File: config.mk
export PLATFORM = sky130hd
export DESIGN_NAME = ucm_channel_ctrl
export DESIGN_NICKNAME = d
export VERILOG_FILES = /design/src/core/ucm_pkg.sv /design/src/core/ucm_channel_ctrl.sv
export SDC_FILE = /design/constraint.sdc
export NUM_CORES = 1
export LEC_CHECK = 0
export BUFFER_PORTS_ARGS = -buffer_cell sky130_fd_sc_hd__buf_2
export CORE_ASPECT_RATIO = 0.9
export CORE_MARGIN = 10
export CORE_UTILIZATION = 30
export DETAILED_ROUTE_END_ITERATION = 8
export SYNTH_ARGS = -nofsm -noshare
export SYNTH_HDL_FRONTEND = slang
export SYNTH_SLANG_ARGS = --single-unit
File: constraint.sdc
create_clock -name i_clock -period 1.55 [get_ports i_clock]
set_input_delay 0.0775 -clock i_clock [delete_from_list [all_inputs] [get_ports i_clock]]
set_output_delay 0.0775 -clock i_clock [all_outputs]
set_load 0.02 [all_outputs]
File: src/core/ucm_pkg.sv
// Purpose: constants, field layout and carriers for the per-channel mode, command and status logic
// Assumes: host register port with 4-bit address, 8-bit data, one-cycle read and write strobes
// Notes:   address bit 3 picks the channel, bits 2:0 pick the register within it
// How it works
// - mode one bit 6 picks receive irq source: char available or buffer full
// - mode one bit 5 picks per-character or accumulated block error status
// - block errors stay set until error-reset command 4x or receiver reset
// - mode one bits 4:3 parity mode, bit 2 even or odd parity type
// - mode two bits 7:6: normal, echo, local loop, remote loop
// - five-bit characters add half a bit of stop for codes 0 to 7
// - disabled transmitter refuses writes to the transmit holding register
// - multidrop sends parity-type bit as tag: one address, zero data
// - multidrop: disabled receiver keeps address chars, drops data chars, tag in parity slot
package ucm_pkg;
    localparam int CHANNELS      = 2;
    localparam int ADDR_CHAN_BIT = 3;
    // register offsets inside a channel
    localparam logic [2:0] OFF_MODE   = 3'h0;
    localparam logic [2:0] OFF_STAT   = 3'h1;
    localparam logic [2:0] OFF_CMD    = 3'h2;
    localparam logic [2:0] OFF_HOLD   = 3'h3;
    localparam logic [7:0] REG_RESET  = 8'h00;
    // mode one fields
    localparam int MR1_IRQSRC_BIT = 6;
    localparam int MR1_ERRMODE_BIT = 5;
    localparam int MR1_RTS_BIT    = 7;
    localparam int MR1_PTYPE_BIT  = 2;
    // mode two fields
    localparam int MR2_TRANSMITTER_FLOW_REQUEST_CONTROL_BIT  = 5;
    localparam int MR2_CTS_BIT    = 4;
    // command fields
    localparam int CR_TX_DIS = 3;
    localparam int CR_TX_EN  = 2;
    localparam int CR_RX_DIS = 1;
    localparam int CR_RX_EN  = 0;
    localparam logic [3:0] CMD_RESET_PTR = 4'h1;
    localparam logic [3:0] CMD_RESET_RX  = 4'h2;
    localparam logic [3:0] CMD_RESET_TX  = 4'h3;
    localparam logic [3:0] CMD_RESET_ERR = 4'h4;
    // encodings
    localparam logic [1:0] PAR_WITH      = 2'h0;
    localparam logic [1:0] PAR_FORCE     = 2'h1;
    localparam logic [1:0] PAR_NONE      = 2'h2;
    localparam logic [1:0] PAR_MULTIDROP = 2'h3;
    localparam logic [1:0] LEN_FIVE      = 2'h0;
    localparam logic [3:0] BITS_BASE     = 4'h5;
    localparam logic [1:0] MODE_NORMAL   = 2'h0;
    localparam logic [1:0] MODE_ECHO     = 2'h1;
    localparam logic [1:0] MODE_LOCAL    = 2'h2;
    localparam logic [1:0] MODE_REMOTE   = 2'h3;
    // stop length in sixteenths of a bit
    localparam int         STOP_LONG_BIT = 3;
    localparam logic [5:0] STOP_SHORT_BASE = 6'h09;
    localparam logic [5:0] STOP_LONG_BASE  = 6'h19;
    localparam logic [5:0] STOP_FIVE_EXTRA = 6'h08;

    typedef enum logic [1:0] {
        UCM_MR_ONE = 2'b01,
        UCM_MR_TWO = 2'b10
    } ucm_mr_ptr_type;

    typedef struct packed {
        logic [7:0] data;
        logic       tag_or_perr;
        logic       frame_err;
        logic       brk;
    } ucm_rx_char_type;

    typedef struct packed {
        logic [7:0] data;
        logic       tag;
        logic       tag_used;
    } ucm_tx_char_type;

    typedef struct packed {
        logic       rx_flow_ctrl;
        logic       irq_src_full;
        logic       block_err;
        logic [1:0] parity_mode;
        logic       parity_odd;
        logic [3:0] data_bits;
        logic [1:0] chan_mode;
        logic       tx_flow_ctrl;
        logic       cts_enable;
        logic [5:0] stop_sixteenths;
        logic [3:0] rx_clk_sel;
        logic [3:0] tx_clk_sel;
        logic       rx_enabled;
        logic       tx_enabled;
    } ucm_cfg_type;

    function automatic logic [5:0] stop_len(input logic [3:0] code, input logic [1:0] len);
        logic [5:0] base;
        base = code[STOP_LONG_BIT] ? STOP_LONG_BASE + {3'h0, code[2:0]}
                                   : STOP_SHORT_BASE + {3'h0, code[2:0]};
        if (!code[STOP_LONG_BIT] && len == LEN_FIVE) begin
            base = base + STOP_FIVE_EXTRA;
        end
        return base;
    endfunction
endpackage

File: src/core/ucm_channel_ctrl.sv
// Purpose: two-channel mode, clock select, command and status registers with holding registers
// Assumes: host strobes are one cycle wide and synchronous to i_clock
// Notes:   read data appears on o_rdata one cycle after the read strobe
`timescale 1ns/100ps
module ucm_channel_ctrl #(
    parameter int CHANNELS = ucm_pkg::CHANNELS
) (
    // clock and reset
    input  wire logic                                   i_clock,
    input  wire logic                                   i_rstn,
    // host register port
    input  wire logic [3:0]                             i_addr,
    input  wire logic                                   i_read_strobe,
    input  wire logic                                   i_write_strobe,
    input  wire logic [7:0]                             i_wdata,
    output logic      [7:0]                             o_rdata,
    // line side receive
    input  wire logic [CHANNELS-1:0]                    i_rx_char_valid,
    input  ucm_pkg::ucm_rx_char_type [CHANNELS-1:0]     i_rx_char,
    // line side transmit
    input  wire logic [CHANNELS-1:0]                    i_tx_char_taken,
    input  wire logic [CHANNELS-1:0]                    i_tx_idle,
    output logic      [CHANNELS-1:0]                    o_tx_char_valid,
    output ucm_pkg::ucm_tx_char_type [CHANNELS-1:0]     o_tx_char,
    // configuration and status
    output ucm_pkg::ucm_cfg_type [CHANNELS-1:0]         o_cfg,
    output logic      [CHANNELS-1:0]                    o_receive_irq_source,
    output logic      [CHANNELS-1:0]                    o_receiver_char_available,
    output logic      [CHANNELS-1:0]                    o_receive_buffer_full,
    output logic      [CHANNELS-1:0]                    o_transmitter_can_accept,
    output logic      [CHANNELS-1:0]                    o_transmitter_drained
);
    if (CHANNELS < 1 || CHANNELS > 2) begin : g_bad_channels
        $error("CHANNELS must be 1 or 2");
    end

    logic [CHANNELS-1:0][7:0]           mr1_q;
    logic [CHANNELS-1:0][7:0]           mr2_q;
    logic [CHANNELS-1:0][7:0]           csel_q;
    ucm_pkg::ucm_mr_ptr_type [CHANNELS-1:0] ptr_q;
    logic [CHANNELS-1:0]                rx_en_q;
    logic [CHANNELS-1:0]                tx_en_q;
    ucm_pkg::ucm_rx_char_type [CHANNELS-1:0] rhr_q;
    logic [CHANNELS-1:0]                rx_full_q;
    logic [CHANNELS-1:0]                overrun_q;
    logic [CHANNELS-1:0][2:0]           blk_q;
    ucm_pkg::ucm_tx_char_type [CHANNELS-1:0] thr_q;
    logic [CHANNELS-1:0]                thr_full_q;
    logic [7:0]                         rdata_q;

    logic [CHANNELS-1:0]                chan_hit;
    logic [CHANNELS-1:0]                wr_mode;
    logic [CHANNELS-1:0]                wr_csel;
    logic [CHANNELS-1:0]                wr_cmd;
    logic [CHANNELS-1:0]                wr_hold;
    logic [CHANNELS-1:0]                rd_mode;
    logic [CHANNELS-1:0]                rd_hold;
    logic [CHANNELS-1:0]                rx_reset;
    logic [CHANNELS-1:0]                tx_reset;
    logic [CHANNELS-1:0]                err_reset;
    logic [CHANNELS-1:0]                ptr_reset;
    logic [CHANNELS-1:0]                multidrop;
    logic [CHANNELS-1:0]                rx_accept;
    logic [CHANNELS-1:0]                rx_store;
    logic [CHANNELS-1:0]                rx_overrun;
    logic [CHANNELS-1:0]                thr_load;
    logic [CHANNELS-1:0][2:0]           new_err;
    logic [CHANNELS-1:0][7:0]           status;
    logic [CHANNELS-1:0][7:0]           mode_rd;
    logic [CHANNELS-1:0][7:0]           chan_rd;
    logic [3:0]                         misc_cmd;
    logic [7:0]                         rd_value;
    logic                               rd_chan;

    assign misc_cmd = i_wdata[7:4];
    assign rd_chan  = i_addr[ucm_pkg::ADDR_CHAN_BIT];

    for (genvar ch = 0; ch < CHANNELS; ch++) begin : g_dec
        assign chan_hit[ch]  = (i_addr[ucm_pkg::ADDR_CHAN_BIT] == 1'(ch)) && (i_addr[2] == 1'b0);
        assign wr_mode[ch]   = i_write_strobe && chan_hit[ch] && i_addr[2:0] == ucm_pkg::OFF_MODE;
        assign wr_csel[ch]   = i_write_strobe && chan_hit[ch] && i_addr[2:0] == ucm_pkg::OFF_STAT;
        assign wr_cmd[ch]    = i_write_strobe && chan_hit[ch] && i_addr[2:0] == ucm_pkg::OFF_CMD;
        assign wr_hold[ch]   = i_write_strobe && chan_hit[ch] && i_addr[2:0] == ucm_pkg::OFF_HOLD;
        assign rd_mode[ch]   = i_read_strobe && chan_hit[ch] && i_addr[2:0] == ucm_pkg::OFF_MODE;
        assign rd_hold[ch]   = i_read_strobe && chan_hit[ch] && i_addr[2:0] == ucm_pkg::OFF_HOLD;
        // miscellaneous commands act on the write itself; spacing is the host's concern
        assign ptr_reset[ch] = wr_cmd[ch] && misc_cmd == ucm_pkg::CMD_RESET_PTR;
        assign rx_reset[ch]  = wr_cmd[ch] && misc_cmd == ucm_pkg::CMD_RESET_RX;
        assign tx_reset[ch]  = wr_cmd[ch] && misc_cmd == ucm_pkg::CMD_RESET_TX;
        assign err_reset[ch] = wr_cmd[ch] && misc_cmd == ucm_pkg::CMD_RESET_ERR;
        assign multidrop[ch] = mr1_q[ch][4:3] == ucm_pkg::PAR_MULTIDROP;
        // disabled multidrop receiver still keeps address-tagged characters
        assign rx_accept[ch] = i_rx_char_valid[ch] && !rx_reset[ch]
                               && (rx_en_q[ch] || (multidrop[ch] && i_rx_char[ch].tag_or_perr));
        assign rx_store[ch]  = rx_accept[ch] && (!rx_full_q[ch] || rd_hold[ch]);
        assign rx_overrun[ch] = rx_accept[ch] && rx_full_q[ch] && !rd_hold[ch];
        assign new_err[ch]   = {i_rx_char[ch].brk, i_rx_char[ch].frame_err, i_rx_char[ch].tag_or_perr};
        assign thr_load[ch]  = wr_hold[ch] && tx_en_q[ch] && !thr_full_q[ch];
        assign status[ch][7:5] = mr1_q[ch][ucm_pkg::MR1_ERRMODE_BIT] ? blk_q[ch]
                                 : (rx_full_q[ch] ? {rhr_q[ch].brk, rhr_q[ch].frame_err,
                                                     rhr_q[ch].tag_or_perr} : 3'h0);
        assign status[ch][4] = overrun_q[ch];
        assign status[ch][3] = o_transmitter_drained[ch];
        assign status[ch][2] = o_transmitter_can_accept[ch];
        assign status[ch][1] = o_receive_buffer_full[ch];
        assign status[ch][0] = o_receiver_char_available[ch];
        assign mode_rd[ch]   = (ptr_q[ch] == ucm_pkg::UCM_MR_ONE) ? mr1_q[ch] : mr2_q[ch];
        assign chan_rd[ch]   = (i_addr[2:0] == ucm_pkg::OFF_MODE) ? mode_rd[ch]
                             : (i_addr[2:0] == ucm_pkg::OFF_STAT) ? status[ch]
                             : (i_addr[2:0] == ucm_pkg::OFF_HOLD) ? rhr_q[ch].data : 8'h00;

        assign o_receiver_char_available[ch] = rx_full_q[ch];
        assign o_receive_buffer_full[ch]     = rx_full_q[ch];
        assign o_receive_irq_source[ch]      = mr1_q[ch][ucm_pkg::MR1_IRQSRC_BIT]
                                               ? o_receive_buffer_full[ch]
                                               : o_receiver_char_available[ch];
        assign o_transmitter_can_accept[ch]  = tx_en_q[ch] && !thr_full_q[ch];
        assign o_transmitter_drained[ch]     = tx_en_q[ch] && !thr_full_q[ch] && i_tx_idle[ch];
        assign o_tx_char_valid[ch]           = thr_full_q[ch];
        assign o_tx_char[ch]                 = thr_q[ch];

        assign o_cfg[ch].rx_flow_ctrl    = mr1_q[ch][ucm_pkg::MR1_RTS_BIT];
        assign o_cfg[ch].irq_src_full    = mr1_q[ch][ucm_pkg::MR1_IRQSRC_BIT];
        assign o_cfg[ch].block_err       = mr1_q[ch][ucm_pkg::MR1_ERRMODE_BIT];
        assign o_cfg[ch].parity_mode     = mr1_q[ch][4:3];
        assign o_cfg[ch].parity_odd      = mr1_q[ch][ucm_pkg::MR1_PTYPE_BIT];
        assign o_cfg[ch].data_bits       = ucm_pkg::BITS_BASE + {2'h0, mr1_q[ch][1:0]};
        assign o_cfg[ch].chan_mode       = mr2_q[ch][7:6];
        assign o_cfg[ch].tx_flow_ctrl    = mr2_q[ch][ucm_pkg::MR2_TRANSMITTER_FLOW_REQUEST_CONTROL_BIT];
        assign o_cfg[ch].cts_enable      = mr2_q[ch][ucm_pkg::MR2_CTS_BIT];
        assign o_cfg[ch].stop_sixteenths = ucm_pkg::stop_len(mr2_q[ch][3:0], mr1_q[ch][1:0]);
        assign o_cfg[ch].rx_clk_sel      = csel_q[ch][7:4];
        assign o_cfg[ch].tx_clk_sel      = csel_q[ch][3:0];
        assign o_cfg[ch].rx_enabled      = rx_en_q[ch];
        assign o_cfg[ch].tx_enabled      = tx_en_q[ch];
    end

    assign rd_value = (32'(rd_chan) < CHANNELS) ? chan_rd[rd_chan] : 8'h00;
    assign o_rdata  = rdata_q;

    always_ff @(posedge i_clock or negedge i_rstn) begin
        if (!i_rstn) begin
            mr1_q      <= '0;
            mr2_q      <= '0;
            csel_q     <= '0;
            for (int ch = 0; ch < CHANNELS; ch++) begin
                ptr_q[ch] <= ucm_pkg::UCM_MR_ONE;
            end
            rx_en_q    <= '0;
            tx_en_q    <= '0;
            rhr_q      <= '0;
            rx_full_q  <= '0;
            overrun_q  <= '0;
            blk_q      <= '0;
            thr_q      <= '0;
            thr_full_q <= '0;
            rdata_q    <= ucm_pkg::REG_RESET;
        end else begin
            if (i_read_strobe) begin
                rdata_q <= rd_value;
            end
            for (int ch = 0; ch < CHANNELS; ch++) begin
                if (wr_mode[ch] && ptr_q[ch] == ucm_pkg::UCM_MR_ONE) begin
                    mr1_q[ch] <= i_wdata;
                end
                if (wr_mode[ch] && ptr_q[ch] == ucm_pkg::UCM_MR_TWO) begin
                    mr2_q[ch] <= i_wdata;
                end
                if (ptr_reset[ch]) begin
                    ptr_q[ch] <= ucm_pkg::UCM_MR_ONE;
                end else if (wr_mode[ch] || rd_mode[ch]) begin
                    ptr_q[ch] <= ucm_pkg::UCM_MR_TWO;
                end
                if (wr_csel[ch]) begin
                    csel_q[ch] <= i_wdata;
                end
                if (rx_reset[ch] || (wr_cmd[ch] && i_wdata[ucm_pkg::CR_RX_DIS])) begin
                    rx_en_q[ch] <= 1'b0;
                end else if (wr_cmd[ch] && i_wdata[ucm_pkg::CR_RX_EN]) begin
                    rx_en_q[ch] <= 1'b1;
                end
                if (tx_reset[ch] || (wr_cmd[ch] && i_wdata[ucm_pkg::CR_TX_DIS])) begin
                    tx_en_q[ch] <= 1'b0;
                end else if (wr_cmd[ch] && i_wdata[ucm_pkg::CR_TX_EN]) begin
                    tx_en_q[ch] <= 1'b1;
                end
                // receive holding register; a new char wins over the read that empties it
                if (rx_store[ch]) begin
                    rhr_q[ch]     <= i_rx_char[ch];
                    rx_full_q[ch] <= 1'b1;
                end else if (rd_hold[ch] || rx_reset[ch]) begin
                    rx_full_q[ch] <= 1'b0;
                end
                if (rx_overrun[ch]) begin
                    overrun_q[ch] <= 1'b1;
                end else if (err_reset[ch] || rx_reset[ch]) begin
                    overrun_q[ch] <= 1'b0;
                end
                // accumulated errors; a new error wins over the clearing command
                if (err_reset[ch] || rx_reset[ch]) begin
                    blk_q[ch] <= rx_store[ch] ? new_err[ch] : 3'h0;
                end else if (rx_store[ch]) begin
                    blk_q[ch] <= blk_q[ch] | new_err[ch];
                end
                if (thr_load[ch]) begin
                    thr_q[ch].data     <= i_wdata;
                    thr_q[ch].tag      <= mr1_q[ch][ucm_pkg::MR1_PTYPE_BIT];
                    thr_q[ch].tag_used <= multidrop[ch];
                    thr_full_q[ch]     <= 1'b1;
                end else if (i_tx_char_taken[ch] || tx_reset[ch]) begin
                    thr_full_q[ch] <= 1'b0;
                end
            end
        end
    end

    for (genvar ch = 0; ch < CHANNELS; ch++) begin : g_chk

    end
endmodule

# ---- Word-level counts from Yosys, hierarchy flattened
# Index checks and enable logic that the tools add are counted.
dict set report op_classes {
  addsub 8
  magnitude_cmp 1
  eq_ne 13
  mux 48
  bitwise_logic 4
  n_reduce_logical 103
}
# cell count
set ops {}
lappend ops {{8-bit two-way mux} 10}
lappend ops {{1-bit logical AND} 60}
lappend ops {{3-bit two-way mux} 10}
lappend ops {{2-bit nonzero test} 14}
lappend ops {{6-bit two-way mux} 4}
lappend ops {{1-bit two-way mux} 20}
lappend ops {{1-bit logical OR} 16}
lappend ops {{5-bit by 3-bit adder with 6-bit output, first input constant} 2}
lappend ops {{6-bit by 4-bit adder with 6-bit output, second input constant} 2}
lappend ops {{4-bit by 3-bit adder with 5-bit output, first input constant} 2}
lappend ops {{1-bit zero test} 10}
lappend ops {{3-bit by 2-bit adder with 4-bit output, first input constant} 2}
lappend ops {{2-bit == test, second input constant} 4}
lappend ops {{4-bit by 2-bit == test with 1-bit output, second input constant} 2}
lappend ops {{2-bit two-way mux} 4}
lappend ops {{3-bit by 2-bit == test with 1-bit output, second input constant} 2}
lappend ops {{3-bit bitwise OR} 2}
lappend ops {{2-bit by 1-bit == test with 1-bit output, second input constant} 2}
lappend ops {{4-bit by 1-bit == test with 1-bit output, second input constant} 1}
lappend ops {{4-bit by 3-bit == test with 1-bit output, second input constant} 1}
lappend ops {{2-bit zero test} 2}
lappend ops {{3-bit by 1-bit == test with 1-bit output, second input constant} 1}
lappend ops {{3-bit zero test} 1}
lappend ops {{1-bit by 2-bit < comparator with 1-bit output, second input constant} 1}
lappend ops {{1-bit NOT} 2}
dict set report totals {
  reg_bits 118
  input_bits 44
  out_inout_bits 100
  word_cells 212
}

# ---- Longest topological paths before layout
dict set report depth {
  depth_word 11
  mapped_depth 7
  mapped_depth_nobuf 5
}

# ---- Least setup slack after synthesis
# OpenSTA, ideal clock, no wires.
dict set report synth_path {
  path_type {register to register}
  start {reg tx_en_q[1]}
  end {reg thr_q (netlist bit o_tx_char[15])}
  setup_time_ns 0.125
  arrival_time_ns 1.729
  required_time_ns 1.425
  setup_slack_ns -0.304
  path_stages_with_launch 5
  n_path_buf 1
  period_less_slack_ns 1.854
  path_cell_list {dfrtp_1 -> nor2b_1 -> and4_1 -> buf_2 -> mux2_2}
}
dict set report synth_via {
  elab_chain_cells 2
}
# element line_no
set synth_rtl {}
lappend synth_rtl {{from (decl)} ucm_channel_ctrl.sv:42} ;# logic [CHANNELS-1:0] tx_en_q;
lappend synth_rtl {{from (signal assigned)} ucm_channel_ctrl.sv:150} ;# tx_en_q <= '0;
lappend synth_rtl {{from (signal, indexed assignment)} ucm_channel_ctrl.sv:183} ;# tx_en_q[ch] <= 1'b0;
lappend synth_rtl {{from (signal, indexed assignment)} ucm_channel_ctrl.sv:185} ;# tx_en_q[ch] <= 1'b1;
lappend synth_rtl {{1-bit logical AND (2 in a row)} ucm_channel_ctrl.sv:98} ;# assign thr_load[ch] = wr_hold[ch] && tx_en_q[ch] && !thr_full_q[ch];
lappend synth_rtl {{to (decl)} ucm_channel_ctrl.sv:47} ;# ucm_pkg::ucm_tx_char_type [CHANNELS-1:0] thr_q;
# No other way between the ends.
# A chain may end at the register's enable or synchronous reset.

==> metrics.csv <==
stage,metric,value,unit
clock_tree,clkTransAtPathRegs,0.05,ns
clock_tree,tritoncts,done,
power_and_ir_drop,power.static_leakage,4.11,nW
worst_setup_path,crit_chain,ha_2 > ha_4 > nand3_2 > mux2i_1 > buf_4,
floorplan,dieWidth,166,um
synthesis,ys_seq_elements,118,
finish,final_util,44.1,%
route,wirelength,19500,um
global_routing,grt_pass1_wl,29400,um
worst_setup_path,critPathMaxStageDelay,0.43,ns
clock_tree,insertion_delay,0.41,ns
global_routing,antenna_found_initial,4,
sta,slew_headroom,68.3,%
global_routing,grt_overflow_total,0,
placed_design,gp_congestion,0.936,
flow_run,maxCapViolCount,0,
status,outcome,finished with violations,
sta,final.setup.tns,-0.356,ns
floorplan,fp-row-count,48,
synthesis,syn_avg_cell_area,12.0,um2
worst_setup_path,worst-path-max-fanout,5,
route,drt_pass1_iterations,4,
sta,worst_slack,-0.0836,ns
sta,hold_viol_final,0,
placed_design,dp_hpwl,14200,um
sta,maxSlewViolCount,0,
hold_path,min_path_type,in2reg,
synthesis,synth_area,0.00578,mm2
sta,fin_crit,1.63,ns
sta,clock_skew,0.00936,ns
global_routing,gr-usage-all-layers,15.1,%
synthesis,synth_fp_nets,535,
synthesis,ys_warn_count,0,
floorplan,dieArea,0.0252,mm2
finish,layoutNonFillerInstCount,951,
synthesis,syn_inst,483,
finish,nets,741,
floorplan,die_h,152,um
route,post_drt_via_cell_ratio,4.77,
floorplan,initial_core_util,30.3,%
clock_tree,cts_root_buffer,clkbuf_16,
finish,drive_gt1_share,57.2,%
global_routing,grt_pass1_vias,4950,
route,post_drt_wl_per_cell,20.5,um
sta,hold_ws,0.0290,ns
status,violations,setup timing,
clock_tree,cts_buffers,17,
worst_setup_path,start_kind,flop,
clock_tree,cts.sinks,118,
route,drtIter0Drc,213,
sta,worst_pin_slew,0.472,ns
sta,layout_worst_path_cycle_share,105,%
synthesis,synth_area_leaders,"dfrtp_1 (50%), mux2_2 (17%), mux2i_1 (3.5%)",
worst_setup_path,slowest_stage,dfrtp_1,
route,route.detailed.drc,0,
worst_setup_path,worstSetupPathType,reg2out,
floorplan,core_area,0.0190,mm2
route,num_vias,4537,
worst_setup_path,endpoint_kind,output port,
sta,setup-violations-final,16,
route,ant_nets,0,
floorplan,pin_count,144,
worst_setup_path,worstPathRequired,1.47,ns
global_routing,grt_max_degree,49,
power_and_ir_drop,irDropWorstVdd,0.683,mV
synthesis,synth_cell_type_count,50,
placed_design,place_inst,880,
sta,grt_setup_unrepaired,yes,
synthesis,synth_top_area_cell,dfrtp_1,
synthesis,seq_area_frac_synth,51.2,%
clock_tree,clockBufferDepth,2,
sta,fmax,612,MHz
power_and_ir_drop,powerDensity,1310,mW/mm2
clock_tree,cts_max_level,4,
worst_setup_path,crit_arrival,1.56,ns
finish,syn_to_final_growth,45.5,%
placed_design,dp_slack,-0.404,ns
placed_design,io_buffer_count,143,
synthesis,yosysTopAreaCellShare,50.3,%
metrics by stage:
step,cell area [um2],power (mW)
2_1_floorplan,5830,5.98
3_3_place_gp,7030,6.98
3_5_place_dp,7030,7.09
4_1_cts,8090,10.8
5_1_grt,8400,11.6
6_report,8400,11.0
state kept, by name (all words and copies together), names as in the netlist:
register and count:
blk_q 6, mr1_q 4, mr2_q 8, o_cfg 36, o_rdata 8, o_receive_buffer_full 2
o_tx_char 20, o_tx_char_valid 2, overrun_q 2, ptr_q 4, rhr_q 22, rx_en_q 2
tx_en_q 2
synthesized netlist by cell type (all sizes together):
| cell | instances |
|---|---|
| and3b | 1 |
| inv | 13 |
| nor2 | 19 |
| and2b | 1 |
| nor3 | 5 |
| dfstp | 2 |
| xnor2 | 5 |
| a22o | 7 |
| a211oi | 3 |
| nor3b | 2 |
| clkbuf | 14 |
| and4 | 2 |
| o21ai | 24 |
| dfrtp | 116 |
| o211ai | 1 |
| and2 | 5 |
| a221oi | 1 |
| ha | 8 |
| and3 | 3 |
| a22oi | 8 |
| nand3 | 7 |
| nand4b | 3 |
| nor4 | 1 |
| mux4 | 4 |
| mux2 | 85 |
| o21a | 1 |
| nand3b | 3 |
| nand2 | 27 |
| a21oi | 25 |
| o22ai | 3 |
| nand2b | 10 |
| or3 | 1 |
| nand4 | 1 |
| o31ai | 1 |
| a211o | 1 |
| nor2b | 8 |
| buf | 38 |
| o21bai | 2 |
| mux2i | 20 |
| a31oi | 2 |
worst max-delay path, delay by kind of cell, from the launching register on:
| kind | cells | cell delay, ns |
|---|---|---|
| adder cells (fa/ha/maj) | 2 | 0.36 |
| buffers and inverters | 1 | 0.16 |
| multiplexers | 1 | 0.13 |
| flip-flops | 1 | 0.43 |
| AND/OR/NAND/NOR | 1 | 0.06 |
logic make-up after synthesis:
group	count (synthesis)	synth area share, %
simple gates	99	9.90
buf+inv	65	6.48
flops	118	51.2
fa+ha+maj	8	1.73
compound gates	79	8.36
mux	109	21.6
xor+xnor	5	0.758
cell type report:
| type | count | area [um2] |
|---|---|---|
| Fill cell | 1763 | 10600 |
| Sequential cell | 118 | 2960 |
| Multi-Input combinational cell | 301 | 2900 |
| Timing Repair Buffer | 238 | 1640 |
| Clock buffer | 24 | 502 |
| Tap cell | 250 | 313 |
| Inverter | 13 | 48.8 |
| Clock inverter | 5 | 25.0 |
| Antenna cell | 2 | 5.00 |
cell usage in the layout (no fill, tap or decap), drive strengths merged, types with 9 or more instances in the layout:
cell type | synthesis | routed
mux2 | 85 | 85
clkbuf | 14 | 25
nand2 | 27 | 27
o21ai | 24 | 24
dlygate4sd3 | 0 | 24
inv | 13 | 13
mux2i | 20 | 20
nor2b | 8 | 9
nand2b | 10 | 10
a21oi | 25 | 25
dfrtp | 116 | 116
buf | 38 | 213
nor2 | 19 | 19
metal layers:
| metal | part of all wire [%] | track usage, % |
|---|---|---|
| met2 | 51 | 26.3 |
| met3 | 4.3 | 4.10 |
| met1 | 43 | 17.7 |
| met4 | 1.8 | 5.35 |
| met5 | 0.10 | 0 |
where the power goes:
group	leakage, nW	total, mW	internal (mW)	switching, mW
clock	0.267	3.49	2.21	1.28
combinational	2.39	3.18	1.59	1.60
sequential	1.46	4.36	3.82	0.543
path summary, 6_finish.rpt:
path | end | depth (start not counted) | start | slack (ns)
max | o_cfg[15] | 5 | mr2_q[0] | -0.08
max in group asynchronous | ptr_q[2] | 3 | i_rstn | 0.70
min reg2reg | o_tx_char[2] | 1 | o_tx_char[2] | 0.50
min in group asynchronous | o_rdata[4] | 2 | i_rstn | 0.18
min | blk_q[3] | 3 | i_rx_char[13] | 0.03
max reg2reg | rhr_q[16] | 6 | o_cfg[56] | -0.02
repair_timing:
action | in CTS | in global routing
endpoints found under the hold margin | 55 | 0
gates resized for setup | 46 | 60
buffers inserted | 10 | 6
hold buffers | 24 | 0
pin swaps | 9 | 21
cloned | 1 | 1
setup endpoints to repair | 46 | 41
Note: power is estimated with default switching activity, not from simulation.
